$ cat src/hw/contact_pkg.sv
// contact input conditioning: shared constants, register map and carriers.
// assumes a 25 MHz system clock and a single synchronous reset.
package contact_pkg;

  // timing
  localparam int CLK_PERIOD_NS = 40;
  localparam int SCAN_PERIOD_NS = 250_000;
  localparam int SCAN_CYCLES = SCAN_PERIOD_NS / CLK_PERIOD_NS;
  localparam int SECOND_NS = 1_000_000_000;
  localparam int SCANS_PER_SEC = SECOND_NS / SCAN_PERIOD_NS;

  // debounce time in quarter milliseconds (scan periods)
  localparam logic [6:0] DEB_MIN = 7'h06;
  localparam logic [6:0] DEB_MAX = 7'h40;
  localparam logic [6:0] DEB_RST = 7'h08;

  // chatter window in seconds and state-change limit
  localparam logic [6:0] WIN_MIN = 7'h01;
  localparam logic [6:0] WIN_MAX = 7'h64;
  localparam logic [6:0] WIN_RST = 7'h0a;
  localparam logic [6:0] LIM_MIN = 7'h0a;
  localparam logic [6:0] LIM_MAX = 7'h64;
  localparam logic [6:0] LIM_RST = 7'h1e;
  localparam logic CHAT_EN_RST = 1'b0;
  localparam logic EVT_EN_RST = 1'b0;

  // register byte offsets
  localparam logic [7:0] OFS_CTRL = 8'h00;
  localparam logic [7:0] OFS_CHAT_TIME = 8'h04;
  localparam logic [7:0] OFS_CHAT_LIMIT = 8'h08;
  localparam logic [7:0] OFS_STATE = 8'h0c;
  localparam logic [7:0] OFS_TROUBLE = 8'h10;
  localparam logic [7:0] OFS_IRQ_STATUS = 8'h14;
  localparam logic [7:0] OFS_IRQ_MASK = 8'h18;
  localparam logic [7:0] OFS_EVT_EN = 8'h1c;
  localparam logic [7:0] OFS_DEB_BASE = 8'h40;
  localparam int CTRL_CHAT_EN_BIT = 0;

  // per-input working state, kept in the state memory
  typedef struct packed {
    logic stable;
    logic cand;
    logic [6:0] deb_cnt;
    logic [31:0] stamp;
    logic [6:0] chat_cnt;
    logic [6:0] win_cnt;
    logic [7:0] quiet_cnt;
    logic trouble;
  } in_state_s;

  // event record towards the recorder
  typedef struct packed {
    logic [5:0] idx;
    logic state;
    logic [31:0] stamp;
  } evt_s;

endpackage : contact_pkg

$ cat src/hw/contact_state_mem.sv
// small state memory: one word per contact input, registered read data.
// assumes one read and one write per cycle; reset clears every word.
module contact_state_mem #(
  parameter int WIDTH = 64,
  parameter int DEPTH = 8,
  parameter int AW = 3
) (
  // clock and reset
  input wire logic i_clk_sys,
  input wire logic i_reset,
  // read port
  input wire logic [AW-1:0] i_rd_addr,
  output logic [WIDTH-1:0] o_rd_data,
  // write port
  input wire logic i_wr_en,
  input wire logic [AW-1:0] i_wr_addr,
  input wire logic [WIDTH-1:0] i_wr_data
);

  logic [WIDTH-1:0] mem [DEPTH];

  always_ff @(posedge i_clk_sys) begin
    if (i_reset) begin
      for (int k = 0; k < DEPTH; k++) begin
        mem[k] <= '0;
      end
    end else if (i_wr_en) begin
      mem[i_wr_addr] <= i_wr_data;
    end
  end

  always_ff @(posedge i_clk_sys) begin
    if (i_reset) begin
      o_rd_data <= '0;
    end else begin
      o_rd_data <= mem[i_rd_addr];
    end
  end

endmodule : contact_state_mem

$ cat src/hw/contact_input_debounce_chatter.sv
// contact input debounce, event time-stamping and chatter supervision.
// assumes raw comparator outputs asynchronous to i_clk_sys, an avalon-mm
// master for settings and a recorder that takes one event per pulse.
// Contract
// - All raw inputs are sampled together on one scan tick every 0.25 ms.
// - A new state is accepted only after it held for the debounce time.
// - The same debounce time and method serve rising and falling changes.
// - A logged change carries the time of its first new-state sample.
// - Debounce time is 1.5 to 16.0 ms in 0.25 ms steps, default 2.0 ms.
// - With its event enable set, each validated change makes an event.
// - Changes within the chatter window above the limit set trouble.
// - An input in trouble has its operand blocked and reports muted.
// - Trouble clears after no changes for twice the chatter window.
// - Chatter window is 1 to 100 s in 1 s steps, default 10 s.
// - Chatter limit is 10 to 100 in steps of one, default 30.
// - Chatter detection works only when enabled, default disabled.
module contact_input_debounce_chatter #(
  parameter int NUM_INPUTS = 8,
  parameter int SCAN_CYCLES = contact_pkg::SCAN_CYCLES,
  parameter int SCANS_PER_SEC = contact_pkg::SCANS_PER_SEC
) (
  // clock and reset
  input wire logic i_clk_sys,
  input wire logic i_reset,
  // raw contact comparators
  input wire logic [NUM_INPUTS-1:0] i_raw,
  // logic operands and trouble flags
  output logic [NUM_INPUTS-1:0] o_operand,
  output logic [NUM_INPUTS-1:0] o_trouble,
  // event recorder
  output logic o_evt_valid,
  output contact_pkg::evt_s o_evt,
  // avalon-mm slave
  input wire logic [7:0] i_avs_address,
  input wire logic i_avs_read,
  input wire logic i_avs_write,
  input wire logic [31:0] i_avs_writedata,
  output logic [31:0] o_avs_readdata,
  output logic o_avs_waitrequest,
  // interrupt
  output logic o_irq
);

  localparam int IW = (NUM_INPUTS > 1) ? $clog2(NUM_INPUTS) : 1;
  localparam int SW = $bits(contact_pkg::in_state_s);

  function automatic logic [6:0] clamp7(input logic [31:0] v,
                                        input logic [6:0] lo,
                                        input logic [6:0] hi);
    if (v < 32'(lo)) begin
      return lo;
    end else if (v > 32'(hi)) begin
      return hi;
    end
    return v[6:0];
  endfunction : clamp7

  // settings
  logic chat_en;
  logic [6:0] chat_time;
  logic [6:0] chat_limit;
  logic [NUM_INPUTS-1:0] evt_en;
  logic [NUM_INPUTS-1:0] irq_status;
  logic [NUM_INPUTS-1:0] irq_mask;
  logic [6:0] deb_time [NUM_INPUTS];
  logic [NUM_INPUTS-1:0] stable_q;

  // bus handshake
  logic bus_req;
  logic bus_acc;
  logic [31:0] next_rdata;
  logic [5:0] word;
  logic [IW-1:0] deb_sel;
  logic deb_hit;

  // scan timing
  logic [NUM_INPUTS-1:0] raw_meta;
  logic [NUM_INPUTS-1:0] raw_sync;
  logic [NUM_INPUTS-1:0] snap;
  logic [31:0] scan_div;
  logic [31:0] sec_div;
  logic scan_tick;
  logic sec_hit;
  logic sweep_sec;
  logic [31:0] ts;

  // sweep over inputs
  logic sweeping;
  logic [IW-1:0] rd_idx;
  logic p_valid;
  logic [IW-1:0] p_idx;
  logic [SW-1:0] rd_data;
  contact_pkg::in_state_s cur;
  contact_pkg::in_state_s nxt;
  logic changed;
  logic evt_fire;
  logic [NUM_INPUTS-1:0] evt_set;

  // two-stage synchroniser, first stage read only by the second
  always_ff @(posedge i_clk_sys) begin
    if (i_reset) begin
      raw_meta <= '0;
      raw_sync <= '0;
    end else begin
      raw_meta <= i_raw;
      raw_sync <= raw_meta;
    end
  end

  // scan tick divider, one-second divider counted in scan ticks
  assign scan_tick = (scan_div == 32'(SCAN_CYCLES - 1));
  assign sec_hit = (sec_div == 32'(SCANS_PER_SEC - 1));

  always_ff @(posedge i_clk_sys) begin
    if (i_reset) begin
      scan_div <= '0;
      sec_div <= '0;
      ts <= '0;
      snap <= '0;
      sweep_sec <= 1'b0;
    end else if (scan_tick) begin
      scan_div <= '0;
      sec_div <= sec_hit ? 32'h0000_0000 : sec_div + 32'h0000_0001;
      ts <= ts + 32'h0000_0001;
      snap <= raw_sync;
      sweep_sec <= sec_hit;
    end else begin
      scan_div <= scan_div + 32'h0000_0001;
    end
  end

  // one input per cycle after each tick; the sweep ends long before the next
  always_ff @(posedge i_clk_sys) begin
    if (i_reset) begin
      sweeping <= 1'b0;
      rd_idx <= '0;
      p_valid <= 1'b0;
      p_idx <= '0;
    end else begin
      p_valid <= sweeping;
      p_idx <= rd_idx;
      if (scan_tick) begin
        sweeping <= 1'b1;
        rd_idx <= '0;
      end else if (sweeping) begin
        if (rd_idx == IW'(NUM_INPUTS - 1)) begin
          sweeping <= 1'b0;
        end else begin
          rd_idx <= rd_idx + IW'(1);
        end
      end
    end
  end

  contact_state_mem #(
    .WIDTH(SW),
    .DEPTH(NUM_INPUTS),
    .AW(IW)
  ) u_state (
    .i_clk_sys(i_clk_sys),
    .i_reset(i_reset),
    .i_rd_addr(rd_idx),
    .o_rd_data(rd_data),
    .i_wr_en(p_valid),
    .i_wr_addr(p_idx),
    .i_wr_data(SW'(nxt))
  );

  // debounce and chatter update of the input under the sweep
  always_comb begin
    cur = contact_pkg::in_state_s'(rd_data);
    nxt = cur;
    changed = 1'b0;
    if (snap[p_idx] == cur.stable) begin
      nxt.cand = cur.stable;
      nxt.deb_cnt = 7'h00;
    end else if (snap[p_idx] != cur.cand || cur.deb_cnt == 7'h00) begin
      nxt.cand = snap[p_idx];
      nxt.deb_cnt = 7'h01;
      nxt.stamp = ts;
    end else begin
      nxt.deb_cnt = cur.deb_cnt + 7'h01;
    end
    // symmetric: no polarity in the test
    if (snap[p_idx] != cur.stable && nxt.deb_cnt >= deb_time[p_idx]) begin
      nxt.stable = snap[p_idx];
      nxt.deb_cnt = 7'h00;
      changed = 1'b1;
    end
    if (changed) begin
      if (cur.chat_cnt == 7'h00) begin
        nxt.win_cnt = 7'h00;
      end
      if (cur.chat_cnt != 7'h7f) begin
        nxt.chat_cnt = cur.chat_cnt + 7'h01;
      end
      nxt.quiet_cnt = 8'h00;
    end else if (sweep_sec) begin
      if (cur.chat_cnt != 7'h00) begin
        if (cur.win_cnt + 7'h01 >= chat_time) begin
          nxt.chat_cnt = 7'h00;
          nxt.win_cnt = 7'h00;
        end else begin
          nxt.win_cnt = cur.win_cnt + 7'h01;
        end
      end
      if (cur.trouble) begin
        if (cur.quiet_cnt + 8'h01 >= {chat_time, 1'b0}) begin
          nxt.trouble = 1'b0;
          nxt.quiet_cnt = 8'h00;
          nxt.chat_cnt = 7'h00;
          nxt.win_cnt = 7'h00;
        end else begin
          nxt.quiet_cnt = cur.quiet_cnt + 8'h01;
        end
      end
    end
    // idle while off: nothing counted, so enabling starts from a clean slate
    if (!chat_en) begin
      nxt.chat_cnt = 7'h00;
      nxt.win_cnt = 7'h00;
      nxt.quiet_cnt = 8'h00;
      nxt.trouble = 1'b0;
    end else if (nxt.chat_cnt > chat_limit) begin
      nxt.trouble = 1'b1;
    end
    // reports muted while in trouble
    evt_fire = changed && evt_en[p_idx] && !nxt.trouble;
    evt_set = (p_valid && evt_fire) ? (NUM_INPUTS'(1) << p_idx) : '0;
  end

  // operands and flags
  always_ff @(posedge i_clk_sys) begin
    if (i_reset) begin
      stable_q <= '0;
      o_trouble <= '0;
      o_operand <= '0;
    end else if (p_valid) begin
      stable_q[p_idx] <= nxt.stable;
      o_trouble[p_idx] <= nxt.trouble;
      o_operand[p_idx] <= nxt.stable & ~nxt.trouble;
    end
  end

  // event record; the sweep serialises simultaneous changes
  always_ff @(posedge i_clk_sys) begin
    if (i_reset) begin
      o_evt_valid <= 1'b0;
      o_evt <= '0;
    end else begin
      o_evt_valid <= p_valid && evt_fire;
      if (p_valid && evt_fire) begin
        o_evt <= '{idx: 6'(p_idx), state: nxt.stable, stamp: nxt.stamp};
      end
    end
  end

  // avalon-mm: waitrequest drops one cycle after the request appears
  assign bus_req = i_avs_read | i_avs_write;
  assign bus_acc = bus_req & ~o_avs_waitrequest;
  assign word = i_avs_address[7:2];
  assign deb_hit = (i_avs_address[7:6] == contact_pkg::OFS_DEB_BASE[7:6])
                   && (32'(i_avs_address[5:2]) < 32'(NUM_INPUTS));
  assign deb_sel = IW'(i_avs_address[5:2]);

  always_ff @(posedge i_clk_sys) begin
    if (i_reset) begin
      o_avs_waitrequest <= 1'b1;
    end else begin
      o_avs_waitrequest <= !(bus_req && o_avs_waitrequest);
    end
  end

  always_comb begin
    next_rdata = 32'h0000_0000;
    if (deb_hit) begin
      next_rdata = 32'(deb_time[deb_sel]);
    end else begin
      unique case (word)
        contact_pkg::OFS_CTRL[7:2]:
          next_rdata[contact_pkg::CTRL_CHAT_EN_BIT] = chat_en;
        contact_pkg::OFS_CHAT_TIME[7:2]:
          next_rdata = 32'(chat_time);
        contact_pkg::OFS_CHAT_LIMIT[7:2]:
          next_rdata = 32'(chat_limit);
        contact_pkg::OFS_STATE[7:2]: next_rdata = 32'(stable_q);
        contact_pkg::OFS_TROUBLE[7:2]: next_rdata = 32'(o_trouble);
        contact_pkg::OFS_IRQ_STATUS[7:2]: next_rdata = 32'(irq_status);
        contact_pkg::OFS_IRQ_MASK[7:2]: next_rdata = 32'(irq_mask);
        contact_pkg::OFS_EVT_EN[7:2]: next_rdata = 32'(evt_en);
        default: next_rdata = 32'h0000_0000;
      endcase
    end
  end

  always_ff @(posedge i_clk_sys) begin
    if (i_reset) begin
      o_avs_readdata <= '0;
    end else if (bus_req && o_avs_waitrequest && i_avs_read) begin
      o_avs_readdata <= next_rdata;
    end
  end

  // settings writes, clamped to their legal ranges
  always_ff @(posedge i_clk_sys) begin
    if (i_reset) begin
      chat_en <= contact_pkg::CHAT_EN_RST;
      chat_time <= contact_pkg::WIN_RST;
      chat_limit <= contact_pkg::LIM_RST;
      evt_en <= {NUM_INPUTS{contact_pkg::EVT_EN_RST}};
      irq_mask <= '0;
      for (int k = 0; k < NUM_INPUTS; k++) begin
        deb_time[k] <= contact_pkg::DEB_RST;
      end
    end else if (bus_acc && i_avs_write) begin
      if (deb_hit) begin
        deb_time[deb_sel] <= clamp7(i_avs_writedata, contact_pkg::DEB_MIN,
                                    contact_pkg::DEB_MAX);
      end else begin
        unique case (word)
          contact_pkg::OFS_CTRL[7:2]:
            chat_en <= i_avs_writedata[contact_pkg::CTRL_CHAT_EN_BIT];
          contact_pkg::OFS_CHAT_TIME[7:2]:
            chat_time <= clamp7(i_avs_writedata, contact_pkg::WIN_MIN,
                                contact_pkg::WIN_MAX);
          contact_pkg::OFS_CHAT_LIMIT[7:2]:
            chat_limit <= clamp7(i_avs_writedata, contact_pkg::LIM_MIN,
                                 contact_pkg::LIM_MAX);
          contact_pkg::OFS_IRQ_MASK[7:2]:
            irq_mask <= i_avs_writedata[NUM_INPUTS-1:0];
          contact_pkg::OFS_EVT_EN[7:2]:
            evt_en <= i_avs_writedata[NUM_INPUTS-1:0];
          default: ;
        endcase
      end
    end
  end

  // sticky event status; a read clears only the bits it reported, so an
  // event landing between capture and acceptance is not lost
  always_ff @(posedge i_clk_sys) begin
    if (i_reset) begin
      irq_status <= '0;
      o_irq <= 1'b0;
    end else begin
      if (bus_acc && i_avs_read && !deb_hit
          && word == contact_pkg::OFS_IRQ_STATUS[7:2]) begin
        irq_status <= (irq_status & ~o_avs_readdata[NUM_INPUTS-1:0])
                      | evt_set;
      end else begin
        irq_status <= irq_status | evt_set;
      end
      o_irq <= |(irq_status & irq_mask);
    end
  end

endmodule : contact_input_debounce_chatter

$ cat config.mk
export PLATFORM = sky130hd
export DESIGN_NAME = contact_input_debounce_chatter
export DESIGN_NICKNAME = d
export VERILOG_FILES = /design/src/hw/contact_pkg.sv /design/src/hw/contact_state_mem.sv /design/src/hw/contact_input_debounce_chatter.sv
export SDC_FILE = /design/constraint.sdc
export NUM_CORES = 2
export LEC_CHECK = 0
export ABC_AREA = 1
export BUFFER_PORTS_ARGS = -buffer_cell sky130_fd_sc_hd__buf_2
export CAP_MARGIN = 40
export CORE_ASPECT_RATIO = 0.75
export CORE_MARGIN = 4
export CORE_UTILIZATION = 30
export DETAILED_ROUTE_END_ITERATION = 10
export PLACE_DENSITY_LB_ADDON = 0.1
export SLEW_MARGIN = 30
export SYNTH_ARGS = -nofsm -noshare
export SYNTH_HDL_FRONTEND = slang
export SYNTH_SLANG_ARGS = --single-unit
$ cat constraint.sdc
create_clock -name i_clk_sys -period 13.36 [get_ports i_clk_sys]
set_input_delay 2.004 -clock i_clk_sys [delete_from_list [all_inputs] [get_ports i_clk_sys]]
set_output_delay 2.004 -clock i_clk_sys [all_outputs]
set_load 0.01 [all_outputs]
* After elaboration in Yosys (flattened, before gate mapping) *
Memory sizes are Yosys's and may differ from the RTL's. A register that Yosys moved wholly into a read port is not among the register bits.
Cells that the tools add are included.

word-level totals
  flip-flop bits (word level) = 263
  RAM bits = 568
  bits of input ports = 52
  output and inout bits = 90
  word-level logic and storage cells = 191
  memories kept = 2

cells by class
  add/subtract/negate cells = 8
  magnitude comparators = 12
  equality and inequality tests = 15
  shift-type cells = 1
  muxes and demuxes = 84
  bitwise logic cells = 12
  reduce and logical (&&, ||, !) cells = 30

memory list
  memory       words  bits a word  rd ports  clocked after memory_dff  write ports  line                                  source
  u_state.mem  8      64           1         1                         8            contact_state_mem.sv:20               logic [WIDTH-1:0] mem [DEPTH];
  deb_time     8      7            2         1                         8            contact_input_debounce_chatter.sv:65  logic [6:0] deb_time [NUM_INPUTS];

operator list
  cell                                                                              count
  7-bit 2-to-1 mux                                                                  18
  32-bit by 1-bit adder with 32-bit output, second input constant                   3
  32-bit 2-to-1 mux                                                                 3
  32-bit by 7-bit greater-than comparator with 1-bit output, second input constant  2
  64-bit 2-to-1 mux                                                                 1
  64-bit OR reduction                                                               1
  7-bit case mux with 7 select lines                                                1
  23-bit 2-to-1 mux                                                                 2
  22-bit 2-to-1 mux                                                                 2
  1-bit 2-to-1 mux                                                                  40
  8-bit 2-to-1 mux                                                                  5
  32-bit by 12-bit equality test with 1-bit output, second input constant           1
  32-bit by 13-bit equality test with 1-bit output, second input constant           1
  32-bit by 1-bit < comparator with 1-bit output, second input constant             1
  32-bit by 3-bit < comparator with 1-bit output, second input constant             1
  32-bit by 4-bit < comparator with 1-bit output, second input constant             1
  14-bit 2-to-1 mux                                                                 2
  8-bit bitwise mux                                                                 3
  6-bit by 3-bit equality test with 1-bit output, second input constant             4
  7-bit by 1-bit adder with 7-bit output, second input constant                     3
  8-bit bitwise AND                                                                 2
  8-bit OR                                                                          2
  3-bit AND reduction                                                               5
  7-bit greater-or-equal comparator                                                 2
  other kinds (33)                                                                  56

* Logic depth before layout (Yosys ltp) *
  word-level depth = 19
  gate-level depth with buffers = 37
  gate-level depth less buffers = 33

* Hierarchy *
From an unflattened synthesis, not the netlist that was laid out.

second synthesis, totals
  cells, all modules = 5,430
  area total of the unflattened synthesis = 43,620.6 um^2

by module, submodules not included
  module                          instances  cells an instance  area an instance (um^2)  sequential area each (um^2)
  contact_state_mem               1          2,944              26,527.9                 16,656.0
  contact_input_debounce_chatter  1          2,486              17,092.6                 6,466.2

* Least setup slack after synthesis *
OpenSTA, ideal clock, no wires.

  kind = input-to-reg
  start point = input port i_reset
  end point = memory u_state.mem[2][0] (enable)
  setup time = 0.690 ns
  data arrival time = 4.033 ns
  data required time = 12.670 ns
  setup slack = 8.637 ns
  stages on the path = 5
  path buffers = 3
  path through = inv_2 > clkbuf_1 > clkbuf_1 > clkbuf_1 > nand2_1

RTL lines
  item         line                                  source
  from (decl)  contact_input_debounce_chatter.sv:24  input wire logic i_reset,
  to (decl)    contact_state_mem.sv:20

* Final worst setup path *
  start point = register p_idx[2]
  end point = register o_evt[1] (netlist bit)

on the way
  word-level cells in the longest chain between the ends = 16
  elaborated cells on any way between the ends = 24
  classes of those cells = order compare (2); eq/ne (3); mux (13); reduce/logical (6)

RTL lines
  item                                       line                                                                                                                 source
  from (decl)                                contact_input_debounce_chatter.sv:91                                                                                 logic [IW-1:0] p_idx;
  from (signal assigned)                     contact_input_debounce_chatter.sv:141                                                                                p_idx <= rd_idx;
  1-bit binary-select mux with 3-bit select  contact_input_debounce_chatter.sv:174, contact_input_debounce_chatter.sv:177, contact_input_debounce_chatter.sv:185
  1-bit 2-to-1 mux (not written as such)     contact_input_debounce_chatter.sv:174, contact_input_debounce_chatter.sv:177, contact_input_debounce_chatter.sv:185
  1-bit inequality test                      contact_input_debounce_chatter.sv:177                                                                                end else if (snap[p_idx] != cur.cand || cur.deb_cnt == 7'h00) begin
  1-bit logical OR                           contact_input_debounce_chatter.sv:177
  7-bit 2-to-1 mux                           contact_input_debounce_chatter.sv:177
  8-bit 2-to-1 mux                           contact_input_debounce_chatter.sv:174                                                                                if (snap[p_idx] == cur.stable) begin
  7-bit greater-or-equal comparator          contact_input_debounce_chatter.sv:185                                                                                if (snap[p_idx] != cur.stable && nxt.deb_cnt >= deb_time[p_idx]) begin
  1-bit logical AND                          contact_input_debounce_chatter.sv:185
  1-bit 2-to-1 mux                           contact_input_debounce_chatter.sv:185
  22-bit 2-to-1 mux                          contact_input_debounce_chatter.sv:190                                                                                if (changed) begin
  7-bit greater-than comparator              contact_input_debounce_chatter.sv:224                                                                                end else if (nxt.chat_cnt > chat_limit) begin
  1-bit 2-to-1 mux                           contact_input_debounce_chatter.sv:224
  1-bit 2-to-1 mux                           contact_input_debounce_chatter.sv:219                                                                                if (!chat_en) begin
  1-bit zero test                            contact_input_debounce_chatter.sv:228                                                                                evt_fire = changed && evt_en[p_idx] && !nxt.trouble;
  1-bit logical AND                          contact_input_debounce_chatter.sv:228
  1-bit logical AND                          contact_input_debounce_chatter.sv:252                                                                                if (p_valid && evt_fire) begin
  to (signal assigned)                       contact_input_debounce_chatter.sv:253                                                                                o_evt <= '{idx: 6'(p_idx), state: nxt.stable, stamp: nxt.stamp};
  to (decl)                                  contact_input_debounce_chatter.sv:32                                                                                 output contact_pkg::evt_s o_evt,

Several ways; a longest one is shown, not always the timed one. The select of a mux whose other input is x is not followed.
A chain may end at the register's enable or synchronous reset.

==> impl_metrics.prom <==
# TYPE chip_impl_metric gauge
chip_impl_metric{name="drive_above_1_share",unit=""} 0.0919
chip_impl_metric{name="worst_path_arrival",unit="ns"} 8.00
chip_impl_metric{name="share_of_synthesized_cell_area_in_and_or_nand_and_nor_gates",unit=""} 0.230
chip_impl_metric{name="finalSetupTns",unit="ns"} 0
chip_impl_info{name="critPathMostFrequentCell",value="sky130_fd_sc_hd__nand2_1"} 1
chip_impl_info{name="run_status",value="completed"} 1
chip_impl_metric{name="synth.distinct_cells",unit=""} 64
chip_impl_metric{name="synthArstFlopShare",unit=""} 0
chip_impl_metric{name="maxSlewViolCount",unit=""} 0
chip_impl_metric{name="buffers_added_on_ports",unit=""} 112
chip_impl_info{name="final_common_cell",value="sky130_fd_sc_hd__nor2_1"} 1
chip_impl_metric{name="final_antenna_net_count",unit=""} 0
chip_impl_metric{name="power_switching_share",unit=""} 0.235
chip_impl_metric{name="start_util",unit=""} 0.304
chip_impl_metric{name="floorplan.die_area",unit="mm^2"} 0.140
chip_impl_metric{name="synth_xor_xnor_area_share",unit=""} 0.0142
chip_impl_info{name="dr_top_layer",value="met4"} 1
chip_impl_metric{name="max_slew.worst_pin.slew",unit="ns"} 0.879
chip_impl_metric{name="power-per-cell-area",unit="mW/mm^2"} 127
chip_impl_metric{name="biggest_fanout_along_the_worst_timing_path",unit=""} 64
chip_impl_info{name="final_cell_mix",value="1,056 x sky130_fd_sc_hd__nor2_1, 652 x sky130_fd_sc_hd__nand2_1, 568 x sky130_fd_sc_hd__edfxtp_1"} 1
chip_impl_metric{name="synth_compound_area_frac",unit=""} 0.109
chip_impl_metric{name="share_seq_of_total_power",unit=""} 0.508
chip_impl_metric{name="final_setup_fails",unit=""} 0
chip_impl_metric{name="postSynthRegisterBits",unit=""} 871
chip_impl_metric{name="drt-met1-wl",unit="um"} 70800
chip_impl_metric{name="post_synth_inst_count",unit=""} 4541
chip_impl_metric{name="timing.fmax",unit="GHz"} 0.135
chip_impl_metric{name="global_route.overflow_total",unit=""} 0
chip_impl_metric{name="syn-cell-area",unit="mm^2"} 0.0402
chip_impl_metric{name="pwr-share-clk",unit=""} 0.453
chip_impl_info{name="tritoncts",value="built"} 1
chip_impl_info{name="cts.root.buffer_cell",value="sky130_fd_sc_hd__clkbuf_16"} 1
chip_impl_metric{name="maxSlewHeadroom",unit=""} 0.414
chip_impl_metric{name="syn_avg_cell_area",unit="um^2"} 8.85
chip_impl_metric{name="synthesis.yosys.warnings",unit=""} 0
chip_impl_metric{name="num_vias",unit=""} 32356
chip_impl_metric{name="postLayoutCoreUtil",unit=""} 0.348
chip_impl_metric{name="portion_of_the_clock_cycle_consumed_by_the_worst_path_in_the_final_layout",unit=""} 0.553
chip_impl_info{name="timing_worst_setup_path_type",value="reg -> reg"} 1
chip_impl_metric{name="clk-insertion-delay-late",unit="ns"} 0.72
chip_impl_metric{name="grt_use_total",unit=""} 0.199
chip_impl_metric{name="dr.first_iter.drc_count",unit=""} 2748
chip_impl_metric{name="power_leakage",unit="nW"} 16.8
chip_impl_metric{name="fin_nets",unit=""} 4656
chip_impl_metric{name="wl_per_cell",unit="um"} 22.2
chip_impl_metric{name="timing.clock.skew",unit="ns"} 0.0349
chip_impl_metric{name="ioPinCount",unit=""} 142
chip_impl_metric{name="cts_made_buffers",unit=""} 95
chip_impl_metric{name="yosys-mux-area-fraction",unit=""} 0.000249
chip_impl_metric{name="dr.pass1.iters",unit=""} 6
chip_impl_metric{name="p_sw",unit="W"} 0.00137
chip_impl_metric{name="critPathMaxStageDelay",unit="ns"} 0.78
chip_impl_metric{name="grt_pass1_vias",unit=""} 31144
chip_impl_info{name="synth_top_family_by_area",value="simple AND/OR/NAND/NOR gates"} 1
chip_impl_metric{name="ys_seq_area_frac",unit=""} 0.575
chip_impl_metric{name="finalHoldViolations",unit=""} 0
chip_impl_info{name="min-delay-path-class",value="reg -> reg"} 1
chip_impl_metric{name="post-route-cell-area",unit="mm^2"} 0.0459
chip_impl_metric{name="h-tree-depth",unit=""} 3
chip_impl_metric{name="met2_length",unit="um"} 61400
chip_impl_metric{name="yosysTopAreaCellShare",unit=""} 0.425
chip_impl_info{name="yosys.area.top_type",value="sky130_fd_sc_hd__edfxtp_1"} 1
chip_impl_metric{name="die_h",unit="um"} 325
chip_impl_metric{name="drc",unit=""} 0
chip_impl_metric{name="yosys.area_share.adder",unit=""} 0.0125
chip_impl_info{name="endpoint_kind",value="register"} 1
chip_impl_metric{name="maxCapViolations",unit=""} 0
chip_impl_metric{name="irDropWorstVdd",unit="uV"} 101
chip_impl_metric{name="critPathRequiredTime",unit="ns"} 13.96
chip_impl_metric{name="wirelength",unit="um"} 142000
chip_impl_metric{name="final.min_clock_period",unit="ns"} 7.39
chip_impl_metric{name="vias_per_cell",unit=""} 5.05
chip_impl_metric{name="fp.coreArea",unit="mm^2"} 0.132
chip_impl_metric{name="hpwlAfterDp",unit="um"} 85000
chip_impl_metric{name="post_cts_buffers",unit=""} 0
chip_impl_info{name="critical-path-slowest-cell",value="sky130_fd_sc_hd__dfxtp_1"} 1
chip_impl_metric{name="worst_setup_hold_path_clk_slew",unit="ns"} 0.06
chip_impl_metric{name="synth_edf_count",unit=""} 568
chip_impl_metric{name="cts-hold-fix-buffers",unit=""} 0
chip_impl_info{name="critical_path.startpoint_type",value="register"} 1
chip_impl_metric{name="grt_first_pass_wirelength",unit="um"} 212000
chip_impl_metric{name="placed_cell_area",unit="mm^2"} 0.0428
chip_impl_metric{name="antenna_found_initial",unit=""} 3
chip_impl_metric{name="core.rowCount",unit=""} 115
chip_impl_info{name="grt_setup_unrepaired",value="false"} 1
chip_impl_metric{name="proportion_of_power_drawn_by_combinational_gates",unit=""} 0.040
chip_impl_metric{name="die_width",unit="um"} 431
chip_impl_metric{name="grt_max_degree",unit=""} 106
chip_impl_info{name="synth_flop_cell",value="sky130_fd_sc_hd__edfxtp_1"} 1
chip_impl_metric{name="routabilityCongestion",unit=""} 0.868
chip_impl_info{name="most_area_consuming_cells_after_synthesis",value="sky130_fd_sc_hd__edfxtp_1 42%, sky130_fd_sc_hd__dfxtp_1 15%, sky130_fd_sc_hd__nor2_1 9.9%"} 1
chip_impl_metric{name="areaGrowthSynthToFinish",unit="%"} 14.2
chip_impl_metric{name="clk_path_buf_depth",unit=""} 3
chip_impl_metric{name="cts_resized",unit=""} 0
chip_impl_metric{name="numClockSinks",unit=""} 871
chip_impl_metric{name="route.met3.wl",unit="um"} 7140
chip_impl_metric{name="p_int",unit="W"} 0.00445
-- worst max-delay path: cells and delay by family, from the launching register on --
family                     cells  cell delay [ns]
and+or+nand+nor               19             3.67
DFF                            1             0.78
adders and majority gates      2             0.43
AOI/OAI and AO/OA              5             0.59
buffers and inverters          6             1.69
-- cell usage after synthesis (all sizes together) (4+ instances only) --
| library cell | instances |
|---|---|
| a31o | 7 |
| ha | 40 |
| xnor2 | 4 |
| o22ai | 147 |
| nand4 | 64 |
| a22oi | 19 |
| nor3 | 85 |
| xor2 | 61 |
| o21ai | 362 |
| edfxtp | 568 |
| buf | 96 |
| nor4 | 22 |
| inv | 286 |
| clkbuf | 189 |
| nand2 | 699 |
| a221oi | 16 |
| o211ai | 16 |
| nand3b | 15 |
| nor2 | 1065 |
| or2 | 9 |
| o221ai | 4 |
| a21oi | 178 |
| a22o | 6 |
| nand3 | 244 |
| and2 | 4 |
| dfxtp | 303 |
-- worst paths after layout --
path / slack, ns / to / cells past startpoint / startpoint
setup / recovery: 5.97 / o_evt[1] / 32 / p_idx[2]
hold / removal: 0.40 / raw_sync[4] / 2 / raw_meta[4]
setup reg to reg: 5.97 / o_evt[1] / 32 / p_idx[2]
hold reg to reg: 0.40 / raw_sync[4] / 2 / raw_meta[4]
-- state kept, by name (all words and copies together), names as in the netlist, 3 cells and up --
signal / flops
snap: 8
o_trouble: 8
u_state.mem: 512
deb_time: 56
u_state.o_rd_data: 64
chat_time: 7
scan_div: 32
p_idx: 3
chat_limit: 7
rd_idx: 3
o_evt: 36
o_avs_readdata: 8
stable_q: 8
evt_en: 8
irq_status: 8
irq_mask: 8
ts: 32
raw_sync: 8
o_operand: 8
raw_meta: 8
sec_div: 32
-- routing by layer --
layer / GRT usage / vias to the layer above
li1: - / 15447
met1: 0.303 / 15933
met2: 0.298 / 830
met3: 0.0283 / 146
met4: 0.0418 / 0
met5: 0 / -
-- power groups by stage --
stage / Combinational (W) / Clock [W] / Sequential, W
after detailed placement: 0.000233 / 0 / 0.00301
after floorplan: 0.000135 / 0 / 0.00301
after global placement: 0.000227 / 0 / 0.00301
after CTS: 0.000234 / 0.00270 / 0.00295
after global routing: 0.000253 / 0.00281 / 0.00296
final: 0.000230 / 0.00263 / 0.00295
-- logic make-up after synthesis --
group / count (synthesis)
flops: 871
buf+inv: 572
mux: 1
xor+xnor: 65
fa+ha+maj: 40
compound gates: 778
simple gates: 2213
other cells: 1
-- final cells by class --
type                            instances  area, um^2
Clock inverter                         35         324
Fill cell                           13789       86200
Clock buffer                          144        2700
Inverter                              287        1100
Tap cell                             1755        2200
Antenna cell                            1        2.50
Multi-Input combinational cell       3124       15000
Timing Repair Buffer                  185        1460
Sequential cell                       871       23100
-- metrics by stage --
stage | std cells | power (W) | hold slack [ns] | setup WS (ns)
2_1_floorplan | 4567 | 0.00314 | 0.388 | 8.64
3_3_place_gp | 6196 | 0.00324 | 0.400 | 5.90
3_5_place_dp | 6216 | 0.00324 | 0.403 | 5.77
4_1_cts | 6395 | 0.00589 | 0.407 | 5.74
5_1_grt | 6401 | 0.00602 | 0.439 | 5.36
6_report | 6402 | 0.00582 | 0.397 | 5.97
(Power assumes the default switching activity.)
